--- src/srn_pkg.sv ---
// Package for the system reset and non-maskable interrupt controller
package srn_pkg;

  // Vector word addresses
  localparam logic [15:0] SRN_VEC_RESET = 16'hfffe;
  localparam logic [15:0] SRN_VEC_NMI   = 16'hfffc;
  localparam logic [15:0] SRN_VEC_STEP  = 16'h0002;
  localparam int          SRN_VEC_COUNT = 16;

  // Reset values of the control state
  localparam logic        SRN_RST_PIN_MODE  = 1'b0;  // 0 is reset mode
  localparam logic        SRN_RST_WDT_MODE  = 1'b0;  // 0 is watchdog mode
  localparam logic [15:0] SRN_RST_PSW       = 16'h0000;
  localparam logic [2:0]  SRN_RST_NMI_EN    = 3'h0;

  // Field positions in the enable and flag triples
  localparam int SRN_F_PIN   = 0;
  localparam int SRN_F_OSC   = 1;
  localparam int SRN_F_FLASH = 2;

  // Sequencer states, one-hot
  typedef enum logic [2:0] {
    SRN_ST_HOLD  = 3'b001,
    SRN_ST_FETCH = 3'b010,
    SRN_ST_RUN   = 3'b100
  } srn_state_t;

  // Reset causes as seen by the core side
  typedef struct packed {
    logic supply_drop_reset;
    logic system_clear;
  } srn_resets_t;

  // Non-maskable enables, written by software
  typedef struct packed {
    logic flash_violation_irq_en;
    logic osc_fault_irq_en;
    logic pin_event_irq_en;
  } srn_nmi_en_t;

endpackage : srn_pkg

--- src/srn_sync.sv ---
// Two flip-flop synchroniser for asynchronous level inputs
`timescale 1ns/1ps

module srn_sync
  import srn_pkg::*;
#(
  parameter int WIDTH = 1
)
(
  // Clock and reset
  input  wire logic             i_sys_clk,
  input  wire logic             i_reset,
  // Asynchronous levels in, synchronised levels out
  input  wire logic [WIDTH-1:0] i_async,
  output logic      [WIDTH-1:0] o_sync
);

  // First stage, read only by the second stage
  logic [WIDTH-1:0] meta_r;

  // Two stages of capture
  always_ff @(posedge i_sys_clk)
  begin
    if (i_reset)
    begin
      meta_r <= '0;
      o_sync <= '0;
    end
    else
    begin
      meta_r <= i_async;
      o_sync <= meta_r;
    end
  end

endmodule : srn_sync

--- src/srn_ctrl.sv ---
// System reset sequencer and non-maskable interrupt controller
`timescale 1ns/1ps

module srn_ctrl
  import srn_pkg::*;
#(
  parameter int NUM_IRQ = 13   // Maskable sources below the top two
)
(
  // Clock and power-up reset
  input  wire logic               i_sys_clk,
  input  wire logic               i_reset,
  // Asynchronous reset causes
  input  wire logic               i_reset_pin_n,
  input  wire logic               i_supply_monitor_low,
  input  wire logic               i_monitor_reset_option,
  // Watchdog, oscillator and flash events, same clock
  input  wire logic               i_wdt_expire,
  input  wire logic               i_wdt_key_viol,
  input  wire logic               i_flash_key_viol,
  input  wire logic               i_osc_fault,
  input  wire logic               i_flash_access_viol,
  // Software control
  input  wire logic               i_pin_nmi_mode_wr,
  input  wire logic               i_pin_nmi_mode,
  input  wire logic               i_pin_edge_select,
  input  wire logic               i_wdt_interval_wr,
  input  wire logic               i_wdt_interval,
  input  wire logic               i_nmi_en_wr,
  input  wire srn_nmi_en_t        i_nmi_en,
  input  wire logic               i_flag_clr,
  input  wire logic               i_psw_wr,
  input  wire logic [15:0]        i_psw,
  // Maskable requests and core acceptance
  input  wire logic [NUM_IRQ-1:0] i_irq_req,
  input  wire logic               i_irq_ack,
  // Reset outputs and pin control
  output srn_resets_t             o_resets,
  output logic                    o_pin_nmi_mode,
  output logic                    o_gpio_force_input,
  output logic                    o_wdt_interval,
  output logic [15:0]             o_psw,
  output logic                    o_global_irq_enable,
  // Core start and interrupt vectoring
  output logic                    o_fetch_vector,
  output logic [15:0]             o_vector_addr,
  output logic                    o_irq_pending,
  output srn_nmi_en_t             o_nmi_en,
  // Cause flags: watchdog, key, pin, osc, flash
  output logic [4:0]              o_cause_flags
);

  // Elaboration check; assertion clock and reset set once here
  if (NUM_IRQ < 1 || NUM_IRQ > SRN_VEC_COUNT - 2)
    $error("NUM_IRQ out of range");

  // Synchronised pin level, supply monitor low
  logic [1:0] sync_w;

  // All state in one struct
  typedef struct packed {
    srn_state_t  state;
    logic        por;
    logic        sys_clr;
    logic        pin_mode;
    logic        edge_sel;
    logic        pin_prev;
    logic        wdt_ival;
    logic [15:0] psw;
    srn_nmi_en_t en;
    logic [4:0]  flags;
    logic        fetch;
    logic [15:0] vec;
  } srn_st_t;

  srn_st_t st_r;
  srn_st_t st_nxt;

  logic pin_lvl;       // Synchronised pin level
  logic por_cause;     // Full reset cause this cycle
  logic clr_cause;     // Clear cause this cycle
  logic edge_hit;      // Selected edge seen
  logic [2:0] nmi_req; // Enabled non-maskable requests

  // Pin and supply monitor synchronised before use
  srn_sync #(.WIDTH(2)) u_sync (
    .i_sys_clk (i_sys_clk),
    .i_reset   (i_reset),
    .i_async   ({i_reset_pin_n, i_supply_monitor_low}),
    .o_sync    (sync_w)
  );

  // Cause and request decode
  always_comb
  begin
    pin_lvl   = sync_w[1];
    // Full reset causes
    por_cause = (!st_r.pin_mode && !pin_lvl) ||
                (sync_w[0] && i_monitor_reset_option);
    // Clear causes; full reset is one of them
    clr_cause = por_cause || (i_wdt_expire && !st_r.wdt_ival) ||
                i_wdt_key_viol || i_flash_key_viol;
    // Edge compares against the level seen last cycle, so an
    // edge-select change in interrupt mode cannot fire by itself
    edge_hit  = st_r.pin_mode &&
                (st_r.edge_sel ? (st_r.pin_prev && !pin_lvl)
                               : (!st_r.pin_prev && pin_lvl));
    // Only three sources, gated by own enables
    nmi_req   = {st_r.flags[4] & st_r.en.flash_violation_irq_en,
                 st_r.flags[3] & st_r.en.osc_fault_irq_en,
                 st_r.flags[2] & st_r.en.pin_event_irq_en};
  end

  // Next-state logic
  always_comb
  begin
    st_nxt       = st_r;
    st_nxt.por   = por_cause;
    st_nxt.sys_clr = clr_cause;
    st_nxt.fetch = 1'b0;
    // Select and reference level tracked each cycle
    st_nxt.edge_sel = i_pin_edge_select;
    st_nxt.pin_prev = pin_lvl;
    if (i_pin_nmi_mode_wr)
      st_nxt.pin_mode = i_pin_nmi_mode;
    if (i_wdt_interval_wr)
      st_nxt.wdt_ival = i_wdt_interval;
    if (i_psw_wr)
      st_nxt.psw = i_psw;
    if (i_nmi_en_wr)
      st_nxt.en = i_nmi_en;   // Software re-arms
    // Flags: clear first, hardware set wins
    if (i_flag_clr)
      st_nxt.flags = '0;
    if (i_wdt_expire && !st_r.wdt_ival)
      st_nxt.flags[0] = 1'b1;
    if (i_wdt_key_viol || i_flash_key_viol)
      st_nxt.flags[1] = 1'b1;
    if (edge_hit)
      st_nxt.flags[2] = 1'b1;   // Set regardless of enable
    if (i_osc_fault)
      st_nxt.flags[3] = 1'b1;
    if (i_flash_access_viol)
      st_nxt.flags[4] = 1'b1;
    unique case (st_r.state)
      SRN_ST_HOLD:
      begin
        if (!clr_cause)
          st_nxt.state = SRN_ST_FETCH;
      end
      SRN_ST_FETCH:
      begin
        st_nxt.fetch = 1'b1;
        st_nxt.vec   = SRN_VEC_RESET;
        st_nxt.state = SRN_ST_RUN;
      end
      SRN_ST_RUN:
      begin
        if (i_irq_ack)
        begin
          // Daisy chain: reset, then NMI, then lower vectors
          st_nxt.fetch = 1'b1;
          if (|nmi_req)
          begin
            st_nxt.vec = SRN_VEC_NMI;
            st_nxt.en  = SRN_RST_NMI_EN;
          end
          else
          begin
            for (int i = NUM_IRQ - 1; i >= 0; i--)
            begin
              if (i_irq_req[i])
              begin
                // Lower index means lower address
                st_nxt.vec = SRN_VEC_NMI -
                  16'(NUM_IRQ - i) * SRN_VEC_STEP;
                break;
              end
            end
          end
          st_nxt.psw = SRN_RST_PSW;
        end
      end
      default:
        st_nxt.state = SRN_ST_HOLD;
    endcase
    // Any clear: pin back to reset mode, core held
    if (clr_cause)
    begin
      st_nxt.state    = SRN_ST_HOLD;
      st_nxt.pin_mode = SRN_RST_PIN_MODE;
      st_nxt.en       = SRN_RST_NMI_EN;
      st_nxt.fetch    = 1'b0;
    end
    // Full reset initial conditions
    if (por_cause)
    begin
      st_nxt.psw      = SRN_RST_PSW;
      st_nxt.wdt_ival = SRN_RST_WDT_MODE;
    end
  end

  // State register, power-up reset acts as a full reset
  always_ff @(posedge i_sys_clk)
  begin
    if (i_reset)
    begin
      st_r          <= '0;
      st_r.state    <= SRN_ST_HOLD;
      st_r.por      <= 1'b1;
      st_r.sys_clr  <= 1'b1;
      st_r.pin_mode <= SRN_RST_PIN_MODE;
      st_r.wdt_ival <= SRN_RST_WDT_MODE;
      st_r.psw      <= SRN_RST_PSW;
      st_r.en       <= SRN_RST_NMI_EN;
      st_r.vec      <= SRN_VEC_RESET;
    end
    else
      st_r <= st_nxt;
  end

  // Outputs from flip-flops, except o_irq_pending, which also decodes i_irq_req
  always_comb
  begin
    o_resets.supply_drop_reset = st_r.por;
    o_resets.system_clear      = st_r.sys_clr;
    o_gpio_force_input         = st_r.por;
    o_pin_nmi_mode             = st_r.pin_mode;
    o_wdt_interval             = st_r.wdt_ival;
    o_psw                      = st_r.psw;
    o_global_irq_enable        = st_r.psw[3];
    o_fetch_vector             = st_r.fetch;
    o_vector_addr              = st_r.vec;
    o_nmi_en                   = st_r.en;
    o_cause_flags              = st_r.flags;
    o_irq_pending              = (st_r.state == SRN_ST_RUN) &&
                                 ((|nmi_req) ||
                                  ((|i_irq_req) && st_r.psw[3]));
  end
endmodule : srn_ctrl

--- config.mk ---
export PLATFORM = sky130hd
export DESIGN_NAME = srn_ctrl
export DESIGN_NICKNAME = d
export VERILOG_FILES = /design/src/srn_pkg.sv /design/src/srn_sync.sv /design/src/srn_ctrl.sv
export SDC_FILE = /design/constraint.sdc
export NUM_CORES = 1
export LEC_CHECK = 0
export ABC_AREA = 1
export BUFFER_PORTS_ARGS = -buffer_cell sky130_fd_sc_hd__buf_4
export CORE_UTILIZATION = 40
export CTS_CLUSTER_SIZE = 14
export DETAILED_ROUTE_END_ITERATION = 7
export PLACE_DENSITY = 0.69
export SLEW_MARGIN = 20
export SYNTH_ARGS = -nofsm -noshare
export SYNTH_HDL_FRONTEND = slang
export SYNTH_HIERARCHICAL = 1
export SYNTH_SLANG_ARGS = --single-unit
--- constraint.sdc ---
create_clock -name i_sys_clk -period 3.98 [get_ports i_sys_clk]
set_clock_uncertainty 0.2 [all_clocks]
set_input_delay 0.597 -clock i_sys_clk [delete_from_list [all_inputs] [get_ports i_sys_clk]]
set_output_delay 0.597 -clock i_sys_clk [all_outputs]
set_load 0.03 [all_outputs]
==> key figures, run 1 <==
Place
  – Placed Area: between 0.002 and 0.003 mm²
  – # port buffers: 98
  – GP Congestion: 0.855
  – Placed insts: about 420
  – HPWL after detailed placement: about 3500 µm
  – Worst slack, placed: around 1.5 ns

Global routing
  – Number of global-route vias before repair: between 1500 and 2000
  – Initial antenna violation count: 0
  – Total track usage: 0.146
  – Largest net degree at the start of global routing: 18
  – First-pass GRT wire length: 7250 µm
  – GR Overflow Total: 0

Yosys
  – Post-synth top area share: 0.454
  – Yosys warns: 6
  – Synth Net Count: 344
  – Post-synthesis sequential area ratio: 0.454
  – Post-Syn Area: 0.00238 mm²
  – Top-count cell post-synth: dfxtp_1
  – Mapped Cells: 293
  – Synth cell types: 25
  – Leading area contributor after synthesis: dfxtp_1
  – Ranking of synthesized cells by area: dfxtp_1 45%, buf_4 13%, mux2i_1 7.6%, nor2_1 6.6%, nand2_1 6.1%
  – Syn avg cell area: 8.13 µm²
  – Post-synth top cells: 54 x dfxtp_1, 42 x buf_4, 42 x nor2_1, 39 x nand2_1, 37 x inv_1
  – Synthesized flop and latch total: 54
  – Top_reg_cell synth: dfxtp_1
  – Async SR Flop Fraction: 0
  – Post-synth EDFFs: 0

Power
  – Share of total power in the clock network: 0.325
  – Sw Ratio: 0.233
  – Maximum vdd drop: slightly below 200 µV
  – Sequential power share: 0.568
  – Power Density: 328 mW/mm²
  – Comb pwr share: 0.107
  – P_int: 0.000745 W
  – P_sw: 0.000227 W
  – Leak Pwr: between 1.5 and 2 nW

Cells and area
  – Register area: 0.00108 mm²
  – # fillers: 558
  – Proportion of layout cells with a drive suffix above 1: 0.366
  – Multi-input logic area: 795 µm²
  – Fin nets: 402
  – Area growth syn-to-layout: 24.3%
  – Post-route insts no fill: approximately 420
  – Final Instance Area: ~0.003 mm²
  – Number of diodes: 0

Die
  – Die area: 0.00627 mm²
  – Die Height: 79.2 µm
  – Area of the core: 0.00561 mm²
  – Initial Utilization: 0.425
  – Width of the die: 79.2 µm
  – # rows: 27
  – Io pins: 99

Clock network
  – CTS tree: yes
  – Post-CTS setup buffer count: 0
  – Number of H-tree levels: 2
  – Clock buffer depth: 2
  – Total CTS buffers: 5
  – Post-CTS sizing: 0
  – CTS Sinks: 54
  – Clk Latency, worst-skew pair: 0.30 ns
  – CTS Hold Buffers Added: 0
  – Root Buffer: clkbuf_8
  – Worst-path clk slew: ~0.10 ns

Detailed routing
  – DRT Pass-1 Iters: 4
  – Drt via density: 4.34
  – Final ANT Viol Nets: 0
  – Via Count: 1841
  – Residual DRC count: 0
  – Final WL: 4340 µm
  – Avg WL per Cell: 10.2 µm
  – Starting DRT DRC Count: 23

Timing
  – Total negative setup slack: 0 ns
  – Final Hold Viols: 0
  – Fin crit period: approximately 2.5 ns
  – Relative slew slack: 0.570
  – Max Freq: ~0.4 GHz
  – RSZ-0062 raised after global routing: false
  – Setup violations, final: 0
  – Worst-Margin Slew: 0.645 ns
  – Final worst-path setup slack: between 1 and 1.5 ns
  – Final worst path period share: 0.624
  – Max-slew violations: 0

Worst setup path
  – Worst Path Max Fanout: 2
  – Critical R2R Launch: o_nmi_en[0]
  – FF-to-FF setup slack: 2.16 ns
  – Crit path arrival time: 1.69 ns
  – Critical path class: in -> out
  – CP Capture Type: primary output
  – Critical Path RT: about 3.2 ns
  – Crit Reg-Reg Endpoint: o_vector_addr[6]
  – Worst Reg-to-Reg Cells: 6
  – Startpoint Class: primary input

Worst hold path
  – Class of the worst hold path: reg -> reg
  – Hold Crit Depth: 2
  – Hold Path Origin: u_sync/meta_r[0]
  – Hold worst-path end: u_sync/o_sync[0]

Outcome
  – Status: finished clean

Run
  – MaxCap Viol Count: 0
critical path, cell delays in order:
cell and delay [ns]:
buf_4 0.11, nor2_1 0.13, nand3_1 0.12, nor4_2 0.24, inv_1 0.10, o21ai_1 0.14
a21oi_1 0.09, buf_4 0.17
metrics by stage:
step | power, W | hold WS [ns] | util
floorplan | 0.000621 | 0.188 | -
global placement | 0.000668 | 0.194 | 0.510
detailed placement | 0.000670 | 0.195 | 0.510
CTS | 0.000989 | 0.210 | 0.528
global route | 0.00103 | 0.226 | 0.528
finish | 0.000972 | 0.207 | 0.528
cell usage in the layout (no fill, tap or decap):
master       n
inv_6        1
inv_2        6
a31oi_2      1
o21ai_0      1
clkinvlp_4   1
nor3_2       2
o211ai_1     1
a21oi_1     12
nor4_2       1
nor2_1      42
inv_1       37
mux2i_1     18
o21bai_1     1
clkbuf_8     6
a221o_1      1
a311o_1      1
dfxtp_1     54
o21ai_1      7
buf_4       98
nand3_1      7
nand2_1     39
nor4_1       1
nor2_2       1
a211oi_1     1
nand2_2     12
flip-flops by register name, summed over array words and instances, names as in the netlist, 2 cells and up:
name / cells
o_psw: 16
o_vector_addr: 16
o_cause_flags: 5
st_r: 5
o_nmi_en: 3
u_sync/meta_r: 2
u_sync/o_sync: 2
metal layers:
layer,global-route usage,vias up,wire [µm]
met2,0.234,71,1880
met3,0.0494,5,404
met4,0.0436,0,42
met1,0.184,790,2010
li1,-,975,-
met5,0,-,0
how the worst max path moves through the flow:
| stage | startpoint | endpoint | slack [ns] | depth (start not counted) |
|---|---|---|---|---|
| after floorplan | i_irq_req[10] | o_irq_pending | 1.76 | 6 |
| after global placement | i_irq_req[2] | o_irq_pending | 1.49 | 8 |
| after detailed placement | i_irq_req[2] | o_irq_pending | 1.47 | 8 |
| after CTS | i_irq_req[2] | o_irq_pending | 1.47 | 8 |
| after global routing | i_irq_req[2] | o_irq_pending | 1.36 | 8 |
| final | i_irq_req[2] | o_irq_pending | 1.50 | 8 |
power groups by stage:
stage | Clock [W] | Combinational, W | Sequential, W
after floorplan | 0 | 0.0000566 | 0.000564
after global placement | 0 | 0.000104 | 0.000564
after detailed placement | 0 | 0.000105 | 0.000564
after CTS | 0.000332 | 0.000105 | 0.000552
after global routing | 0.000359 | 0.000116 | 0.000553
final | 0.000316 | 0.000104 | 0.000552
cell families after synthesis:
logic type | share of synthesized area
mux | 0.0756
simple gates | 0.193
compound gates | 0.0651
flops | 0.454
buf+inv | 0.213
layout make-up:
type,instances,area share
Sequential cell,54,0.365
Timing Repair Buffer,98,0.248
Tap cell,72,0.0304
Inverter,43,0.0545
Multi-Input combinational cell,149,0.268
Clock inverter,2,0.00549
Clock buffer,6,0.0279
Power figures use the tool's default switching activity.
==> inputs of run 2 (changes only) <==
ABC_AREA = 0   (was 1)
clock period = 2.55 ns   (was 3.98 ns; I/O delays follow)
==> run 2 against run 1 <==
Compared with the run above: via count decreased by 1.5%; worst hold slack got worse by 0.11 ns; sequential share of layout area about the same; clock-buffer cell count unchanged; synthesized cell count decreased by 12%; power increased by 53%; non-clock buffer count increased by 3; cell area decreased by 0.13%; worst setup slack got worse by 1.1 ns; largest power group unchanged.
==> key figures, run 2 <==
Outcome
  – Status: finished clean

Yosys
  – Post-synth top cells: 54 x dfxtp_1, 45 x nor2_1, 42 x buf_4, 21 x mux2i_1, 10 x nand2_2
  – Synthesized flop and latch total: 54
  – Post-synthesis sequential area ratio: 0.454
  – Syn avg cell area: 9.25 µm²
  – Leading area contributor after synthesis: dfxtp_1
  – Top-count cell post-synth: dfxtp_1
  – Yosys warns: 6
  – Ranking of synthesized cells by area: dfxtp_1 45%, buf_4 13%, mux2i_1 8.8%, nor2_1 7.1%, nand2_2 2.6%
  – Post-synth EDFFs: 0
  – Async SR Flop Fraction: 0
  – Post-Syn Area: 0.00238 mm²
  – Synth Net Count: approximately 300
  – Synth cell types: 42
  – Mapped Cells: ~260
  – Top_reg_cell synth: dfxtp_1
  – Post-synth top area share: 0.454

Worst setup path
  – Crit. Startpoint: o_nmi_en[1]
  – Worst Reg-to-Reg Cells: 5
  – CP Capture Type: primary output
  – Crit Reg-Reg Endpoint: o_vector_addr[13]
  – Startpoint Class: flop
  – Worst Path Max Fanout: 5
  – Critical R2R Launch: o_nmi_en[1]
  – FF-to-FF setup slack: 0.54 ns
  – Critical Path RT: between 1.5 and 2 ns
  – Crit path arrival time: 1.60 ns
  – Critical path class: reg -> out

Worst hold path
  – Class of the worst hold path: in -> reg
  – Hold worst-path end: o_cause_flags[4]
  – Hold Path Origin: i_flash_access_viol
  – Hold Crit Depth: 3

Detailed routing
  – Starting DRT DRC Count: 48
  – Avg WL per Cell: 12.0 µm
  – Via Count: between 1500 and 2000
  – Drt via density: 4.70
  – Final WL: between 4000 and 5000 µm
  – Residual DRC count: 0
  – Final ANT Viol Nets: 0
  – DRT Pass-1 Iters: 4

Die
  – Io pins: 99
  – Width of the die: 79.1 µm
  – Area of the core: 0.00561 mm²
  – Die area: 0.00626 mm²
  – # rows: 27
  – Initial Utilization: 0.424
  – Die Height: 79.1 µm

Power
  – Power Density: roughly 500 mW/mm²
  – Total Power: 0.00149 W
  – Maximum vdd drop: 300 µV
  – Leak Pwr: 1.29 nW

Clock network
  – Clk Latency, worst-skew pair: 0.29 ns
  – Worst-path clk slew: 0.08 ns
  – CTS Hold Buffers Added: 0
  – Post-CTS setup buffer count: 0
  – Clock buffer depth: 2
  – CTS Sinks: 54
  – CTS tree: yes
  – Total CTS buffers: 5
  – Number of H-tree levels: 2
  – Post-CTS sizing: 0
  – Root Buffer: clkbuf_8

Global routing
  – Initial antenna violation count: 0
  – Number of global-route vias before repair: 1580
  – GR Overflow Total: 0
  – Total track usage: 0.146
  – Largest net degree at the start of global routing: 32
  – First-pass GRT wire length: 7140 µm

Run
  – MaxCap Viol Count: 0

Cells and area
  – Most frequent cells in the layout: 101 x buf_4, 54 x dfxtp_1, 45 x nor2_1
  – Commonest non-fill, non-tap cell in the layout: buf_4
  – Multi-input logic area: about 900 µm²
  – Proportion of layout cells with a drive suffix above 1: 0.382
  – Register area: 0.00108 mm²
  – Post-route insts no fill: 386
  – # fillers: between 500 and 600
  – Area growth syn-to-layout: 24.4%
  – Number of diodes: 0
  – Fin nets: around 370

Timing
  – Max Freq: between 0.4 and 0.5 GHz
  – Final worst path period share: 0.855
  – Setup violations, final: 0
  – Worst-Margin Slew: 0.517 ns
  – Total negative setup slack: 0 ns
  – Final Hold Viols: 0
  – Relative slew slack: 0.656
  – Fin crit period: 2.18 ns
  – Max-slew violations: 0
  – RSZ-0062 raised after global routing: false

Place
  – # port buffers: 98
  – Placed insts: 380
  – HPWL after detailed placement: 3620 µm
  – GP Congestion: 0.802
[run 2: routing by layer]
layer	part of all wire	GRT usage
met1	0.44	0.177
met2	0.47	0.244
met4	0.0054	0.0436
met5	0	0
met3	0.088	0.0506
[run 2: worst max path at each step]
stage | end | depth (start not counted) | slack (ns)
after floorplan | o_irq_pending | 2 | 0.12
after global placement | o_irq_pending | 6 | 0.48
after detailed placement | o_irq_pending | 6 | 0.45
after CTS | o_irq_pending | 4 | 0.32
after global routing | o_irq_pending | 4 | 0.29
final | o_irq_pending | 4 | 0.37
[run 2: cells by family (layout without fill, tap and decap cells)]
family                 after synthesis  count (layout)  synth area share
multiplexers                        21              21            0.0884
XOR/XNOR                             1               1           0.00368
flip-flops                          54              54             0.454
AO/OA/AOI/OAI                       31              31             0.100
AND/OR/NAND/NOR                     93              93             0.194
buffers and inverters               57             114             0.159
[run 2: where the power goes]
group / switching, W / internal [W]
clock: 0.000243 / 0.000210
combinational: 0.0000802 / 0.0000924
sequential: 0.00000901 / 0.000857
total: 0.000332 / 0.00116
[run 2: final cells by class]
cell class / count / area share
sequential: 54 / 0.365
tap: 72 / 0.0305
clock buffer: 6 / 0.0279
inverter: 7 / 0.00888
timing repair buffer: 101 / 0.256
multi-input combinational: 146 / 0.311
[run 2: worst max-delay path: stages (launching register included)]
cell       delay [ns]
dfxtp_1          0.36
a222oi_1         0.14
buf_4            0.18
a2111oi_1        0.39
buf_4            0.24
[run 2: per-stage QoR]
stage / hold slack (ns) / utilization / instance area, µm² / worst slack [ns]
final: 0.0919 / 0.527 / 2960 / 0.369
after global routing: 0.0788 / 0.527 / 2960 / 0.291
after floorplan: 0.214 / - / 2380 / 0.123
after global placement: 0.217 / 0.513 / 2880 / 0.483
after detailed placement: 0.226 / 0.513 / 2880 / 0.448
after CTS: 0.0813 / 0.527 / 2960 / 0.322
==> inputs of run 3 (changes only) <==
CORE_UTILIZATION = 47   (was 40)
PLACE_DENSITY = 0.79   (was 0.69)
SKIP_LAST_GASP = 1   (was default)
==> run 3 against run 2 <==
Compared with the run above: combinational power about the same; fmax down 0.33%; power up 1.4%; clock power up 4%; register-to-register slack better by 0.10 ns; highest routed layer unchanged.
==> key figures, run 3 (same netlist as run 2, synthesis figures left out) <==
Clock network
  – Worst-path clk slew: 0.10 ns
  – Clk Latency, worst-skew pair: 0.31 ns
  – Total CTS buffers: 5
  – CTS Hold Buffers Added: 0
  – Post-CTS setup buffer count: 0
  – Number of H-tree levels: 2
  – Post-CTS sizing: 0
  – CTS tree: yes
  – Root Buffer: clkbuf_8
  – CTS Sinks: 54
  – Clock buffer depth: 2

Timing
  – Worst-Margin Slew: around 0.5 ns
  – Max Freq: 0.457 GHz
  – Setup violations, final: 0
  – Relative slew slack: 0.670
  – Final Hold Viols: 0
  – RSZ-0062 raised after global routing: false
  – Total negative setup slack: 0 ns
  – Fin crit period: 2.19 ns
  – Final worst path period share: 0.858
  – Max-slew violations: 0

Power
  – P_int: 0.00114 W
  – Leak Pwr: about 1.3 nW
  – Comb pwr share: 0.116
  – P_sw: between 0.0003 and 0.0004 W
  – Power Density: 512 mW/mm²
  – Maximum vdd drop: 277 µV
  – Sequential power share: 0.573
  – Share of total power in the clock network: 0.311
  – Sw Ratio: 0.244

Worst setup path
  – Slowest-stage cell, CP: a2111oi_1
  – Crit path arrival time: 1.61 ns
  – Critical path class: reg -> out
  – CP Capture Type: primary output
  – Worst path cell trace: a222oi_1 -> buf_4 -> a2111oi_1 -> buf_4
  – Startpoint Class: flop
  – Crit path largest cell delay: about 0.4 ns
  – Critical Path RT: 1.97 ns
  – CP dominant cell by count: buf_4
  – Worst Path Max Fanout: 6

Global routing
  – GR Overflow Total: 0
  – Total track usage: 0.182
  – Largest net degree at the start of global routing: 32
  – Number of global-route vias before repair: 1708
  – First-pass GRT wire length: 7430 µm
  – Initial antenna violation count: 0

Die
  – Io pins: 99
  – Area of the core: around 0.0048 mm²
  – Initial Utilization: 0.497
  – # rows: 25
  – Die area: 0.00535 mm²
  – Die Height: 73.1 µm
  – Width of the die: 73.1 µm

Detailed routing
  – Final ANT Viol Nets: 0
  – DRT Pass-1 Iters: 4
  – Via Count: 1877
  – Avg WL per Cell: between 10 and 15 µm
  – Final WL: 4830 µm
  – Starting DRT DRC Count: 58
  – Residual DRC count: 0
  – Drt via density: 4.90

Outcome
  – Status: finished clean

Cells and area
  – Post-route insts no fill: 383
  – Most frequent cells in the layout: 101 x buf_4, 54 x dfxtp_1, 45 x nor2_1
  – Proportion of layout cells with a drive suffix above 1: 0.386
  – Number of diodes: 0
  – Area growth syn-to-layout: 24.3%
  – Fin nets: 366
  – Commonest non-fill, non-tap cell in the layout: buf_4

Place
  – GP Congestion: 0.853
  – # port buffers: 98
  – HPWL after detailed placement: approximately 3700 µm
  – Placed insts: ~380

Worst hold path
  – Class of the worst hold path: in -> reg

Run
  – MaxCap Viol Count: 0
## run 3: layout make-up
type                    count  area (µm²)
fillers                   435        1830
flip-flops and latches     54        1080
multi-input cells         146         920
repair buffers            101         758
well taps                  67        83.8
clock buffers               5        68.8
inverters                   7        26.3
clock inverters             3        18.8
## run 3: worst paths after layout
check / to / slack, ns / startpoint / depth (start not counted)
setup / recovery: o_irq_pending / 0.36 / o_cause_flags[3] / 4
hold / removal: o_cause_flags[4] / 0.08 / i_flash_access_viol / 3
setup reg to reg: o_vector_addr[0] / 0.64 / o_nmi_en[1] / 6
hold reg to reg: u_sync/o_sync[0] / 0.25 / u_sync/meta_r[0] / 1
## run 3: layer usage
metal / wire length [µm] / global-route usage / vias up
met5: 0 / 0 / -
met4: 69 / 0.0610 / 0
met3: 438 / 0.0580 / 8
met2: 2270 / 0.311 / 83
met1: 2050 / 0.214 / 849
li1: - / - / 937
## run 3: per-stage QoR
step / total power, W / setup WS, ns / util / hold slack, ns / area [µm²]
after floorplan: 0.000979 / 0.123 / - / 0.214 / 2380
after global placement: 0.00106 / 0.501 / 0.599 / 0.216 / 2870
after detailed placement: 0.00106 / 0.481 / 0.599 / 0.226 / 2870
after CTS: 0.00153 / 0.371 / 0.618 / 0.0733 / 2960
after global routing: 0.00158 / 0.296 / 0.618 / 0.0751 / 2960
final: 0.00151 / 0.362 / 0.618 / 0.0782 / 2960
## run 3: worst max-delay path: cells and delay by family, from the launching register on
kind            cells  cell delay, ns
buf+inv             2            0.41
flops               1            0.38
compound gates      2            0.51
## run 3: power groups by stage
stage	clock network, W	registers [W]	logic [W]
2_1_floorplan	0	0.000885	0.0000931
3_3_place_gp	0	0.000886	0.000171
3_5_place_dp	0	0.000887	0.000176
4_1_cts	0.000488	0.000867	0.000176
5_1_grt	0.000520	0.000870	0.000189
6_report	0.000470	0.000867	0.000175
